===== config.mk =====
export PLATFORM = sky130hd
export DESIGN_NAME = csr_top
export DESIGN_NICKNAME = d
export VERILOG_FILES = /design/src/hw/csr_pkg.sv /design/src/hw/csr_irq.sv /design/src/hw/csr_top.sv
export SDC_FILE = /design/constraint.sdc
export NUM_CORES = 1
export LEC_CHECK = 0
export ABC_CLOCK_PERIOD_IN_PS = 1400
export CAP_MARGIN = 20
export CELL_PAD_IN_SITES_DETAIL_PLACEMENT = 1
export CELL_PAD_IN_SITES_GLOBAL_PLACEMENT = 1
export CORE_MARGIN = 1.5
export CORE_UTILIZATION = 25
export DETAILED_ROUTE_END_ITERATION = 10
export DONT_BUFFER_PORTS = 1
export PLACE_DENSITY = 0.62
export SYNTH_ARGS = -nofsm -noshare
export SYNTH_HDL_FRONTEND = slang
export SYNTH_SLANG_ARGS = --single-unit

===== constraint.sdc =====
create_clock -name mclk -period 1.4 [get_ports mclk]
set_clock_uncertainty 0.15 [all_clocks]
set_input_delay 0.21 -clock mclk [delete_from_list [all_inputs] [get_ports mclk]]
set_output_delay 0.21 -clock mclk [all_outputs]
set_load 0.02 [all_outputs]

===== src/hw/csr_pkg.sv =====
`default_nettype none
// ----------------------------------------------------------------------------
// clock status readback constants
// ----------------------------------------------------------------------------
package csr_pkg;

  // ----------------------------------------------------------------------------
  // bus geometry
  // ----------------------------------------------------------------------------
  localparam int unsigned ADDR_W = 12;
  localparam int unsigned DATA_W = 32;

  // ----------------------------------------------------------------------------
  // register byte offsets
  // ----------------------------------------------------------------------------
  localparam logic [11:0] OFS_FAST_START_TASK = 12'h000;
  localparam logic [11:0] OFS_SLOW_START_TASK = 12'h008;
  localparam logic [11:0] OFS_EVENT_STATUS = 12'h100;
  localparam logic [11:0] OFS_INT_ENABLE_SET = 12'h304;
  localparam logic [11:0] OFS_INT_DISABLE = 12'h308;
  localparam logic [11:0] OFS_HF_START_TRIGGERED = 12'h408;
  localparam logic [11:0] OFS_HF_CLOCK_STATUS = 12'h40c;
  localparam logic [11:0] OFS_LF_START_TRIGGERED = 12'h414;
  localparam logic [11:0] OFS_LF_CLOCK_STATUS = 12'h418;
  localparam logic [11:0] OFS_LF_SOURCE_SNAPSHOT = 12'h41c;

  // ----------------------------------------------------------------------------
  // field positions
  // ----------------------------------------------------------------------------
  localparam int unsigned TASK_BIT = 0;
  localparam int unsigned TRIGGERED_BIT = 0;
  localparam int unsigned NUM_EVENTS = 2;
  // event index inside the sticky status and mask vectors
  localparam int unsigned EVT_CAL_STARTED = 0;
  localparam int unsigned EVT_CAL_STOPPED = 1;
  // position of each event inside status and enable registers
  localparam int unsigned POS_CAL_STARTED = 10;
  localparam int unsigned POS_CAL_STOPPED = 11;
  localparam int unsigned SOURCE_LSB = 0;
  localparam int unsigned SOURCE_W = 2;
  localparam int unsigned STATE_BIT = 16;

  // ----------------------------------------------------------------------------
  // source encodings and reset values
  // ----------------------------------------------------------------------------
  localparam logic [1:0] SOURCE_RC = 2'h0;
  localparam logic [1:0] SOURCE_XTAL = 2'h1;
  localparam logic [1:0] SOURCE_SYNTH = 2'h2;
  localparam logic [1:0] SOURCE_RESET = 2'h0;
  localparam logic [31:0] REG_RESET = 32'h0000_0000;
  localparam logic [1:0] EVENTS_RESET = 2'h0;

endpackage : csr_pkg
`default_nettype wire


===== src/hw/csr_irq.sv =====
`timescale 1ns/1ps
`default_nettype none
// ----------------------------------------------------------------------------
// sticky event status, enable mask and level interrupt
// ----------------------------------------------------------------------------
module csr_irq (
  input wire logic mclk, // system clock
  input wire logic nrst, // async reset, active low
  input wire logic ce, // clock enable, freezes state when low
  input wire logic [csr_pkg::NUM_EVENTS-1:0] evt, // event pulses
  input wire logic [csr_pkg::NUM_EVENTS-1:0] stat_clr, // write-one-to-clear bits
  input wire logic [csr_pkg::NUM_EVENTS-1:0] en_set, // enable set bits
  input wire logic [csr_pkg::NUM_EVENTS-1:0] en_clr, // enable clear bits
  output logic [csr_pkg::NUM_EVENTS-1:0] stat_r, // sticky event status
  output logic [csr_pkg::NUM_EVENTS-1:0] en_r, // interrupt enables
  output logic irq // level interrupt
);

  // ----------------------------------------------------------------------------
  // per-event flops
  // ----------------------------------------------------------------------------
  genvar gi;
  generate
    for (gi = 0; gi < csr_pkg::NUM_EVENTS; gi = gi + 1) begin : g_evt
      // a new event beats a clear in the same cycle so nothing is lost
      always_ff @(posedge mclk or negedge nrst) begin
        if (!nrst) begin
          stat_r[gi] <= 1'b0;
        end else if (ce) begin
          if (evt[gi]) begin
            stat_r[gi] <= 1'b1;
          end else if (stat_clr[gi]) begin
            stat_r[gi] <= 1'b0;
          end
        end
      end

      // disable has priority over set: software asked to silence it
      always_ff @(posedge mclk or negedge nrst) begin
        if (!nrst) begin
          en_r[gi] <= 1'b0;
        end else if (ce) begin
          if (en_clr[gi]) begin
            en_r[gi] <= 1'b0;
          end else if (en_set[gi]) begin
            en_r[gi] <= 1'b1;
          end
        end
      end
    end
  endgenerate

  // interrupt stays high while any enabled status bit is set
  assign irq = |(stat_r & en_r);

endmodule : csr_irq
`default_nettype wire


===== src/hw/csr_top.sv =====
`timescale 1ns/1ps
`default_nettype none
// ----------------------------------------------------------------------------
// Overview of operation
// write one disables cal-started interrupt; read enable
// write one disables cal-stopped interrupt; read enable
// fast start task sets its triggered status
// slow start task sets its triggered status
// slow status shows two-bit source field
// slow start task snapshots source config
// snapshot uses same encoding, resets zero
// software owns source config; snapshot copies it
// slow status state bit shows running clock
// ----------------------------------------------------------------------------
module csr_top (
  input wire logic mclk, // system clock, 40 MHz
  input wire logic nrst, // async reset, active low
  input wire logic ce, // clock enable, freezes state when low
  // register port
  input wire logic [csr_pkg::ADDR_W-1:0] addr, // byte address
  input wire logic [csr_pkg::DATA_W-1:0] wdata, // write data
  input wire logic wr, // write strobe
  input wire logic rd, // read strobe
  output logic [csr_pkg::DATA_W-1:0] rdata, // read data, cycle after rd
  // clock tree status
  input wire logic [1:0] slow_source_config, // configured slow source
  input wire logic [1:0] slow_source_active, // source the slow clock runs on
  input wire logic slow_clock_running, // slow clock running
  input wire logic fast_clock_running, // fast clock running
  input wire logic fast_source_xtal, // fast clock taken from crystal
  // calibration timer events
  input wire logic cal_timer_started_event, // pulse
  input wire logic cal_timer_stopped_event, // pulse
  // task pulses out to the oscillator logic
  output logic fast_clock_start_task, // one-cycle pulse
  output logic slow_clock_start_task, // one-cycle pulse
  output logic irq // level interrupt
);

  // ----------------------------------------------------------------------------
  // decode
  // ----------------------------------------------------------------------------
  logic wr_ok;
  logic rd_ok;
  logic hit_fast_task;
  logic hit_slow_task;
  logic hit_evt_stat;
  logic hit_en_set;
  logic hit_en_clr;

  // the clock enable gates every strobe so a frozen block ignores the bus
  assign wr_ok = wr & ce;
  assign rd_ok = rd & ce;

  assign hit_fast_task = wr_ok && (addr == csr_pkg::OFS_FAST_START_TASK);
  assign hit_slow_task = wr_ok && (addr == csr_pkg::OFS_SLOW_START_TASK);
  assign hit_evt_stat = wr_ok && (addr == csr_pkg::OFS_EVENT_STATUS);
  assign hit_en_set = wr_ok && (addr == csr_pkg::OFS_INT_ENABLE_SET);
  assign hit_en_clr = wr_ok && (addr == csr_pkg::OFS_INT_DISABLE);

  // ----------------------------------------------------------------------------
  // task triggers
  // ----------------------------------------------------------------------------
  logic fast_task_fire;
  logic slow_task_fire;

  // only a one in the task bit fires; writing zero is a no-op
  assign fast_task_fire = hit_fast_task & wdata[csr_pkg::TASK_BIT];
  assign slow_task_fire = hit_slow_task & wdata[csr_pkg::TASK_BIT];

  logic fast_task_r;
  logic slow_task_r;

  // task pulses are registered so the oscillator side sees clean strobes
  always_ff @(posedge mclk or negedge nrst) begin
    if (!nrst) begin
      fast_task_r <= 1'b0;
      slow_task_r <= 1'b0;
    end else if (ce) begin
      fast_task_r <= fast_task_fire;
      slow_task_r <= slow_task_fire;
    end
  end

  // a frozen clock enable must not stretch the pulse
  assign fast_clock_start_task = fast_task_r & ce;
  assign slow_clock_start_task = slow_task_r & ce;

  // ----------------------------------------------------------------------------
  // triggered flags
  // ----------------------------------------------------------------------------
  logic hf_triggered_r;
  logic lf_triggered_r;

  // sticky until reset; no stop task lives in this block
  always_ff @(posedge mclk or negedge nrst) begin
    if (!nrst) begin
      hf_triggered_r <= 1'b0;
    end else if (ce && fast_task_fire) begin
      hf_triggered_r <= 1'b1;
    end
  end

  always_ff @(posedge mclk or negedge nrst) begin
    if (!nrst) begin
      lf_triggered_r <= 1'b0;
    end else if (ce && slow_task_fire) begin
      lf_triggered_r <= 1'b1;
    end
  end

  // ----------------------------------------------------------------------------
  // source snapshot
  // ----------------------------------------------------------------------------
  logic [1:0] snapshot_r;

  // config is captured on the same edge the task is accepted, so a config
  // write in a later cycle cannot leak into the copy
  always_ff @(posedge mclk or negedge nrst) begin
    if (!nrst) begin
      snapshot_r <= csr_pkg::SOURCE_RESET;
    end else if (ce && slow_task_fire) begin
      snapshot_r <= slow_source_config;
    end
  end

  // ----------------------------------------------------------------------------
  // live status sampling
  // ----------------------------------------------------------------------------
  logic [1:0] lf_source_r;
  logic lf_running_r;
  logic hf_running_r;
  logic hf_xtal_r;

  // one stage of registering keeps the read path short from the clock tree
  always_ff @(posedge mclk or negedge nrst) begin
    if (!nrst) begin
      lf_source_r <= csr_pkg::SOURCE_RESET;
      lf_running_r <= 1'b0;
      hf_running_r <= 1'b0;
      hf_xtal_r <= 1'b0;
    end else if (ce) begin
      lf_source_r <= slow_source_active;
      lf_running_r <= slow_clock_running;
      hf_running_r <= fast_clock_running;
      hf_xtal_r <= fast_source_xtal;
    end
  end

  // ----------------------------------------------------------------------------
  // interrupts
  // ----------------------------------------------------------------------------
  logic [csr_pkg::NUM_EVENTS-1:0] evt_vec;
  logic [csr_pkg::NUM_EVENTS-1:0] stat_clr_vec;
  logic [csr_pkg::NUM_EVENTS-1:0] en_set_vec;
  logic [csr_pkg::NUM_EVENTS-1:0] en_clr_vec;
  logic [csr_pkg::NUM_EVENTS-1:0] evt_stat;
  logic [csr_pkg::NUM_EVENTS-1:0] evt_en;

  assign evt_vec[csr_pkg::EVT_CAL_STARTED] = cal_timer_started_event;
  assign evt_vec[csr_pkg::EVT_CAL_STOPPED] = cal_timer_stopped_event;

  // map register bit positions onto the event vector
  assign stat_clr_vec[csr_pkg::EVT_CAL_STARTED] = hit_evt_stat & wdata[csr_pkg::POS_CAL_STARTED];
  assign stat_clr_vec[csr_pkg::EVT_CAL_STOPPED] = hit_evt_stat & wdata[csr_pkg::POS_CAL_STOPPED];
  assign en_set_vec[csr_pkg::EVT_CAL_STARTED] = hit_en_set & wdata[csr_pkg::POS_CAL_STARTED];
  assign en_set_vec[csr_pkg::EVT_CAL_STOPPED] = hit_en_set & wdata[csr_pkg::POS_CAL_STOPPED];
  // zeros in the disable word leave the enables alone
  assign en_clr_vec[csr_pkg::EVT_CAL_STARTED] = hit_en_clr & wdata[csr_pkg::POS_CAL_STARTED];
  assign en_clr_vec[csr_pkg::EVT_CAL_STOPPED] = hit_en_clr & wdata[csr_pkg::POS_CAL_STOPPED];

  csr_irq u_irq (
    .mclk(mclk),
    .nrst(nrst),
    .ce(ce),
    .evt(evt_vec),
    .stat_clr(stat_clr_vec),
    .en_set(en_set_vec),
    .en_clr(en_clr_vec),
    .stat_r(evt_stat),
    .en_r(evt_en),
    .irq(irq)
  );

  // ----------------------------------------------------------------------------
  // read mux
  // ----------------------------------------------------------------------------
  logic [csr_pkg::DATA_W-1:0] rd_nxt;
  logic [csr_pkg::DATA_W-1:0] rdata_r;

  // unmapped and write-only addresses read as zero
  always_comb begin
    rd_nxt = csr_pkg::REG_RESET;
    case (addr)
      csr_pkg::OFS_EVENT_STATUS: begin
        rd_nxt[csr_pkg::POS_CAL_STARTED] = evt_stat[csr_pkg::EVT_CAL_STARTED];
        rd_nxt[csr_pkg::POS_CAL_STOPPED] = evt_stat[csr_pkg::EVT_CAL_STOPPED];
      end
      csr_pkg::OFS_INT_ENABLE_SET, csr_pkg::OFS_INT_DISABLE: begin
        // both views read back one for enabled, zero for disabled
        rd_nxt[csr_pkg::POS_CAL_STARTED] = evt_en[csr_pkg::EVT_CAL_STARTED];
        rd_nxt[csr_pkg::POS_CAL_STOPPED] = evt_en[csr_pkg::EVT_CAL_STOPPED];
      end
      csr_pkg::OFS_HF_START_TRIGGERED: begin
        rd_nxt[csr_pkg::TRIGGERED_BIT] = hf_triggered_r;
      end
      csr_pkg::OFS_HF_CLOCK_STATUS: begin
        rd_nxt[csr_pkg::SOURCE_LSB] = hf_xtal_r;
        rd_nxt[csr_pkg::STATE_BIT] = hf_running_r;
      end
      csr_pkg::OFS_LF_START_TRIGGERED: begin
        rd_nxt[csr_pkg::TRIGGERED_BIT] = lf_triggered_r;
      end
      csr_pkg::OFS_LF_CLOCK_STATUS: begin
        rd_nxt[csr_pkg::SOURCE_LSB +: csr_pkg::SOURCE_W] = lf_source_r;
        rd_nxt[csr_pkg::STATE_BIT] = lf_running_r;
      end
      csr_pkg::OFS_LF_SOURCE_SNAPSHOT: begin
        rd_nxt[csr_pkg::SOURCE_LSB +: csr_pkg::SOURCE_W] = snapshot_r;
      end
      default: begin
        rd_nxt = csr_pkg::REG_RESET;
      end
    endcase
  end

  // data stands in the cycle after the strobe, zero otherwise; a low clock enable holds the last value
  always_ff @(posedge mclk or negedge nrst) begin
    if (!nrst) begin
      rdata_r <= csr_pkg::REG_RESET;
    end else if (ce) begin
      rdata_r <= rd_ok ? rd_nxt : csr_pkg::REG_RESET;
    end
  end

  assign rdata = rdata_r;

endmodule : csr_top
`default_nettype wire


Word level (Yosys, flattened, before mapping)
Cells that the tools add are included.
Operators by class
  add/subtract/negate cells: 0
  multipliers: 0
  div/mod/pow operators: 0
  magnitude comparators: 0
  eq/ne operators: 9
  shift-type cells: 0
  muxes and demuxes: 13
  bitwise logic cells: 13
  reductions and logical operators: 18
Operators by type and width (count)
  12-bit by 11-bit equality test with 1-bit output (second input constant): 5
  12-bit by 10-bit equality test with 1-bit output (second input constant): 2
  17-bit 2-to-1 mux: 1
  1-bit AND: 12
  12-bit by 4-bit equality test with 1-bit output (second input constant): 1
  12-bit by 9-bit equality test with 1-bit output (second input constant): 1
  12-bit logical NOT: 1
  1-bit 2-to-1 mux: 8
  2-bit AND reduction: 4
  2-bit nonzero test: 4
  1-bit logical AND: 7
  1-bit one-hot mux with 5 select lines: 1
  1-bit one-hot mux with 2 select lines: 2
  2-bit one-hot mux with 2 select lines: 1
  2-bit OR reduction: 2
  2-bit AND: 1
Storage, ports and cells
  flip-flop bits (word level): 47
  latch bits: 0
  memory bits (writable): 0
  memory bits (read-only): 0
  input port bits: 58
  output and inout port bits: 35
  word-level logic and storage cells: 67
  memories kept: 0

Longest topological paths before layout
  word-level depth: 5
  depth in mapped cells: 5

Modules after synthesis
Synthesis repeated with hierarchy kept, for this count alone.
Second synthesis, totals
  cell total of the unflattened synthesis: 125
  area total of the unflattened synthesis: 1270.0 um^2
By module, submodules not included
  csr_top: instances 1, cells an instance 111, area an instance 1104.8 um^2, seq. area each 400.4 um^2
  csr_irq: instances 1, cells an instance 14, area an instance 165.2 um^2, seq. area each 100.1 um^2

Worst setup path before layout
No wires, ideal clock.
  kind: input port to flip-flop
  from: input addr[4] (netlist bit)
  to: register snapshot_r[0]
  arrival: 1.182 ns
  slack: -0.060 ns
  stages: 5
  cells stage by stage: clkbuf_1 -> nor2_1 -> nand4_4 -> nor2_4 -> mux2_1
On the way
  longest elaborated chain between the ends: 4
Ends and longest elaborated chain
  start: declaration: RTL line csr_top.sv:20  | input wire logic [csr_pkg::ADDR_W-1:0] addr,
  12-bit by 4-bit equality test with 1-bit output: RTL line csr_top.sv:56  | assign hit_slow_task = wr_ok && (addr == csr_pkg::OFS_SLOW_START_TASK);
  1-bit logical AND: RTL line csr_top.sv:56
  1-bit AND: RTL line csr_top.sv:69  | assign slow_task_fire = hit_slow_task & wdata[csr_pkg::TASK_BIT];
  1-bit logical AND: RTL line csr_top.sv:122  | end else if (ce && slow_task_fire) begin
  end signal: assignment: RTL line csr_top.sv:121  | snapshot_r <= csr_pkg::SOURCE_RESET;
  end signal: assignment: RTL line csr_top.sv:123  | snapshot_r <= slow_source_config;
  end: declaration: RTL line csr_top.sv:115  | logic [1:0] snapshot_r;
Every way passes these cells.
A chain may end at the register's enable or synchronous reset.

Final worst setup path
  from: register u_irq.en_r[1] (netlist bit)
  to: output irq
On the way
  longest elaborated chain between the ends: 2
Ends and longest elaborated chain
  start: declaration: RTL line csr_irq.sv:15  | output logic [csr_pkg::NUM_EVENTS-1:0] en_r,
  start signal: indexed assignment: RTL line csr_irq.sv:41  | en_r[gi] <= 1'b0;
  start signal: indexed assignment: RTL line csr_irq.sv:44  | en_r[gi] <= 1'b0;
  start signal: indexed assignment: RTL line csr_irq.sv:46  | en_r[gi] <= 1'b1;
  2-bit AND: RTL line csr_irq.sv:54  | assign irq = |(stat_r & en_r);
  2-bit OR reduction: RTL line csr_irq.sv:54
  end: declaration: RTL line csr_top.sv:37  | output logic irq
Every way passes these cells.

==> results_dict.tcl <==
set metrics [dict create \
    status "completed" \
    multi_input_area_um2 611 \
    powerDensity_nw_per_um2 841 \
    grt_setup_unrepaired "false" \
    timing.max_cap.violations 0 \
    max_slew_margin 0.376 \
    critPathBufInv 0 \
    crit_type "reg2out" \
    grt-ovfl-total 0 \
    timing.fmax_mhz 734 \
    cp-start-kind "register" \
    hold_path.class "in2async" \
    synthesis.area_um2 1250 \
    chipWidth_um 73.8 \
    numPlacedInstances 191 \
    irDropWorstVdd_mv 0.286 \
    boundaryPins 93 \
    cts-root-buf "clkbuf_8" \
    register_area_um2 500 \
    netlist_instances 126 \
    die_h_um 73.8 \
    tightest_slew_ns 0.936 \
    rr_endpoint "rdata[0]" \
    cp_top_family "flip-flops" \
    startpoint "u_irq.en_r[1]" \
    grt_pass1_wl_um 4900 \
    clock_path_buffers 2 \
    yosys.area.top_type "dfrtp_1" \
    clk_transition_reported_paths_ns 0.08 \
    ys_seq_elements 20 \
    cts_made_buffers 3 \
    clkLatencyLatePin_ns 0.26 \
    reg2reg_slack_ns 0.15 \
    cp.arrival_ns 1.00 \
    post-route-min-period_ns 1.36 \
    finalHoldViolations 0 \
    firstDrtPassIters 4 \
    fin_total_pwr_w 0.00124 \
    r2r_start "snapshot_r[0]" \
    cp.depth 1 \
    final_common_cell "conb_1" \
    slew_viol_final 0 \
    cp-end-kind "output pin" \
    postRouteAntennaNets 0 \
    syn_to_final_growth_pct 18.1 \
    finalSetupViolCount 0 \
    antennaDiodeCount 0 \
    post-route-period-util 0.973 \
    synth_area_leaders "dfrtp_1 (40%), buf_4 (16%), mux2_2 (6.3%)" \
    cp-endpoint "irq" \
    antenna_found_initial 0 \
    core_area_um2 4790 \
    clock-sinks 20 \
    dieArea_um2 5450 \
    crit_chain "a22o_1" \
    grt_pass1_vias 1061 \
    ys_seq_area_frac 0.399 \
    portBuffers 0 \
    final_cells 213 \
    drive_above_1_share 0.144 \
    grt_max_degree 21 \
    r2r_cells 4 \
    gp_congestion 0.962 \
    drcViolationCount 0 \
    p_leak_nw 0.666 \
    nFillCells 564 \
    grt_use_total 0.118 \
    cpPeakStageDelay_ns 0.43 \
    required_ns 1.04 \
    h-tree-depth 1 \
    routedWlPerCell_um 14.7 \
    yosys_warnings 0 \
    syn_area_per_cell_um2 9.95 \
    critPathSlowestCell "dfrtp_1" \
    nets 205 \
    dr.first_iter.drc_count 29 \
    detail_route.wirelength_um 3140 \
    start_util 0.262 \
    dp_hpwl_um 2350 \
    cts_tree "yes" \
    synth.distinct_cells 36 \
    vias 967 \
    layout_common_cells "conb_1 (27), dfrtp_1 (20), dlygate4sd3_1 (16), nand2_1 (12), mux2_2 (7)" \
    netlist.area_leader.share 0.399 \
    row_count 25 \
    path_max_fanout 4 \
    avgViaCountPerCell 4.54 \
]
## repair_timing
action                                  4_1_cts  5_1_grt
hold buffers                                 18        0
endpoints found under the setup margin        0       25
hold endpoints to repair                     38        0
resized for setup                             0        2
buffers inserted                              0        0
## power breakdown
group | switching, W | internal, W | total [W] | leakage [nW]
Combinational | 0.000123 | 0.0000759 | 0.000199 | 0.395
Clock | 0.000196 | 0.000251 | 0.000447 | 0.0288
Sequential | 0.00000741 | 0.000592 | 0.000599 | 0.242
## per-stage QoR
stage | hold WS (ns) | setup WS, ns | cell area, um2 | setup TNS (ns) | util
floorplan | -0.236 | -0.0484 | 1350 | -0.0967 | -
global placement | -0.235 | -0.0461 | 1240 | -0.0966 | 0.259
detailed placement | -0.235 | -0.0792 | 1240 | -0.486 | 0.259
CTS | 0.0299 | 0.0237 | 1480 | 0 | 0.308
global route | 0.0563 | 0.0160 | 1480 | 0 | 0.309
finish | 0.00490 | 0.0382 | 1480 | 0 | 0.309
## synthesized netlist by cell type
cell type,n
nand2b_1,2
mux2_1,2
and2_1,1
and3_1,1
o31ai_1,1
o2bb2ai_1,3
nor3b_1,1
mux2_2,7
and4_1,1
nor3_1,2
inv_1,6
a22o_1,1
or2_2,1
o22ai_1,3
nor2_1,4
a22oi_1,2
nor3_4,1
nand4_1,4
dfrtp_1,20
clkbuf_1,2
nand2_1,12
conb_1,1
mux2i_1,2
nand4_4,1
a32o_1,1
nor2_4,1
buf_2,2
o32ai_1,1
and4bb_2,1
o21ai_0,4
a21boi_1,1
and3b_1,1
buf_4,27
nand3_1,4
nor4b_4,1
a31oi_1,1
## cells by family after synthesis
| group | Yosys count | synth area share |
|---|---|---|
| AND/OR/NAND/NOR | 39 | 0.205 |
| buffers and inverters | 37 | 0.194 |
| flip-flops | 20 | 0.399 |
| AO/OA/AOI/OAI | 18 | 0.103 |
| multiplexers | 11 | 0.0968 |
| other | 1 | 0.00299 |
## how the worst min path moves through the flow
stage                           end  from
detailed placement        rdata[10]  nrst
global route          u_irq.en_r[1]    wr
CTS                 u_irq.stat_r[1]    wr
finish              u_irq.stat_r[1]  nrst
floorplan               fast_task_r  nrst
global placement          rdata[11]  nrst
## final cells by class
class / count / share of cell area
multi-input combinational: 95 / 0.413
sequential: 20 / 0.338
timing repair buffer: 21 / 0.140
tap: 67 / 0.0566
clock buffer: 4 / 0.0372
inverter: 6 / 0.0152
## flip-flops by register name (all words and copies together), names as in the netlist
register	cells
fast_task_r	1
hf_running_r	1
hf_triggered_r	1
hf_xtal_r	1
lf_running_r	1
lf_source_r	2
lf_triggered_r	1
rdata	5
slow_task_r	1
snapshot_r	2
u_irq.en_r	2
u_irq.stat_r	2
## routing by layer
layer / track usage / routed length [um] / vias up
li1: - / - / 427
met5: 0 / 0 / -
met4: 0.0453 / 70 / 0
met1: 0.129 / 1220 / 477
met3: 0.0261 / 274 / 8
met2: 0.220 / 1580 / 55
Note: power is estimated with default switching activity, not from simulation.
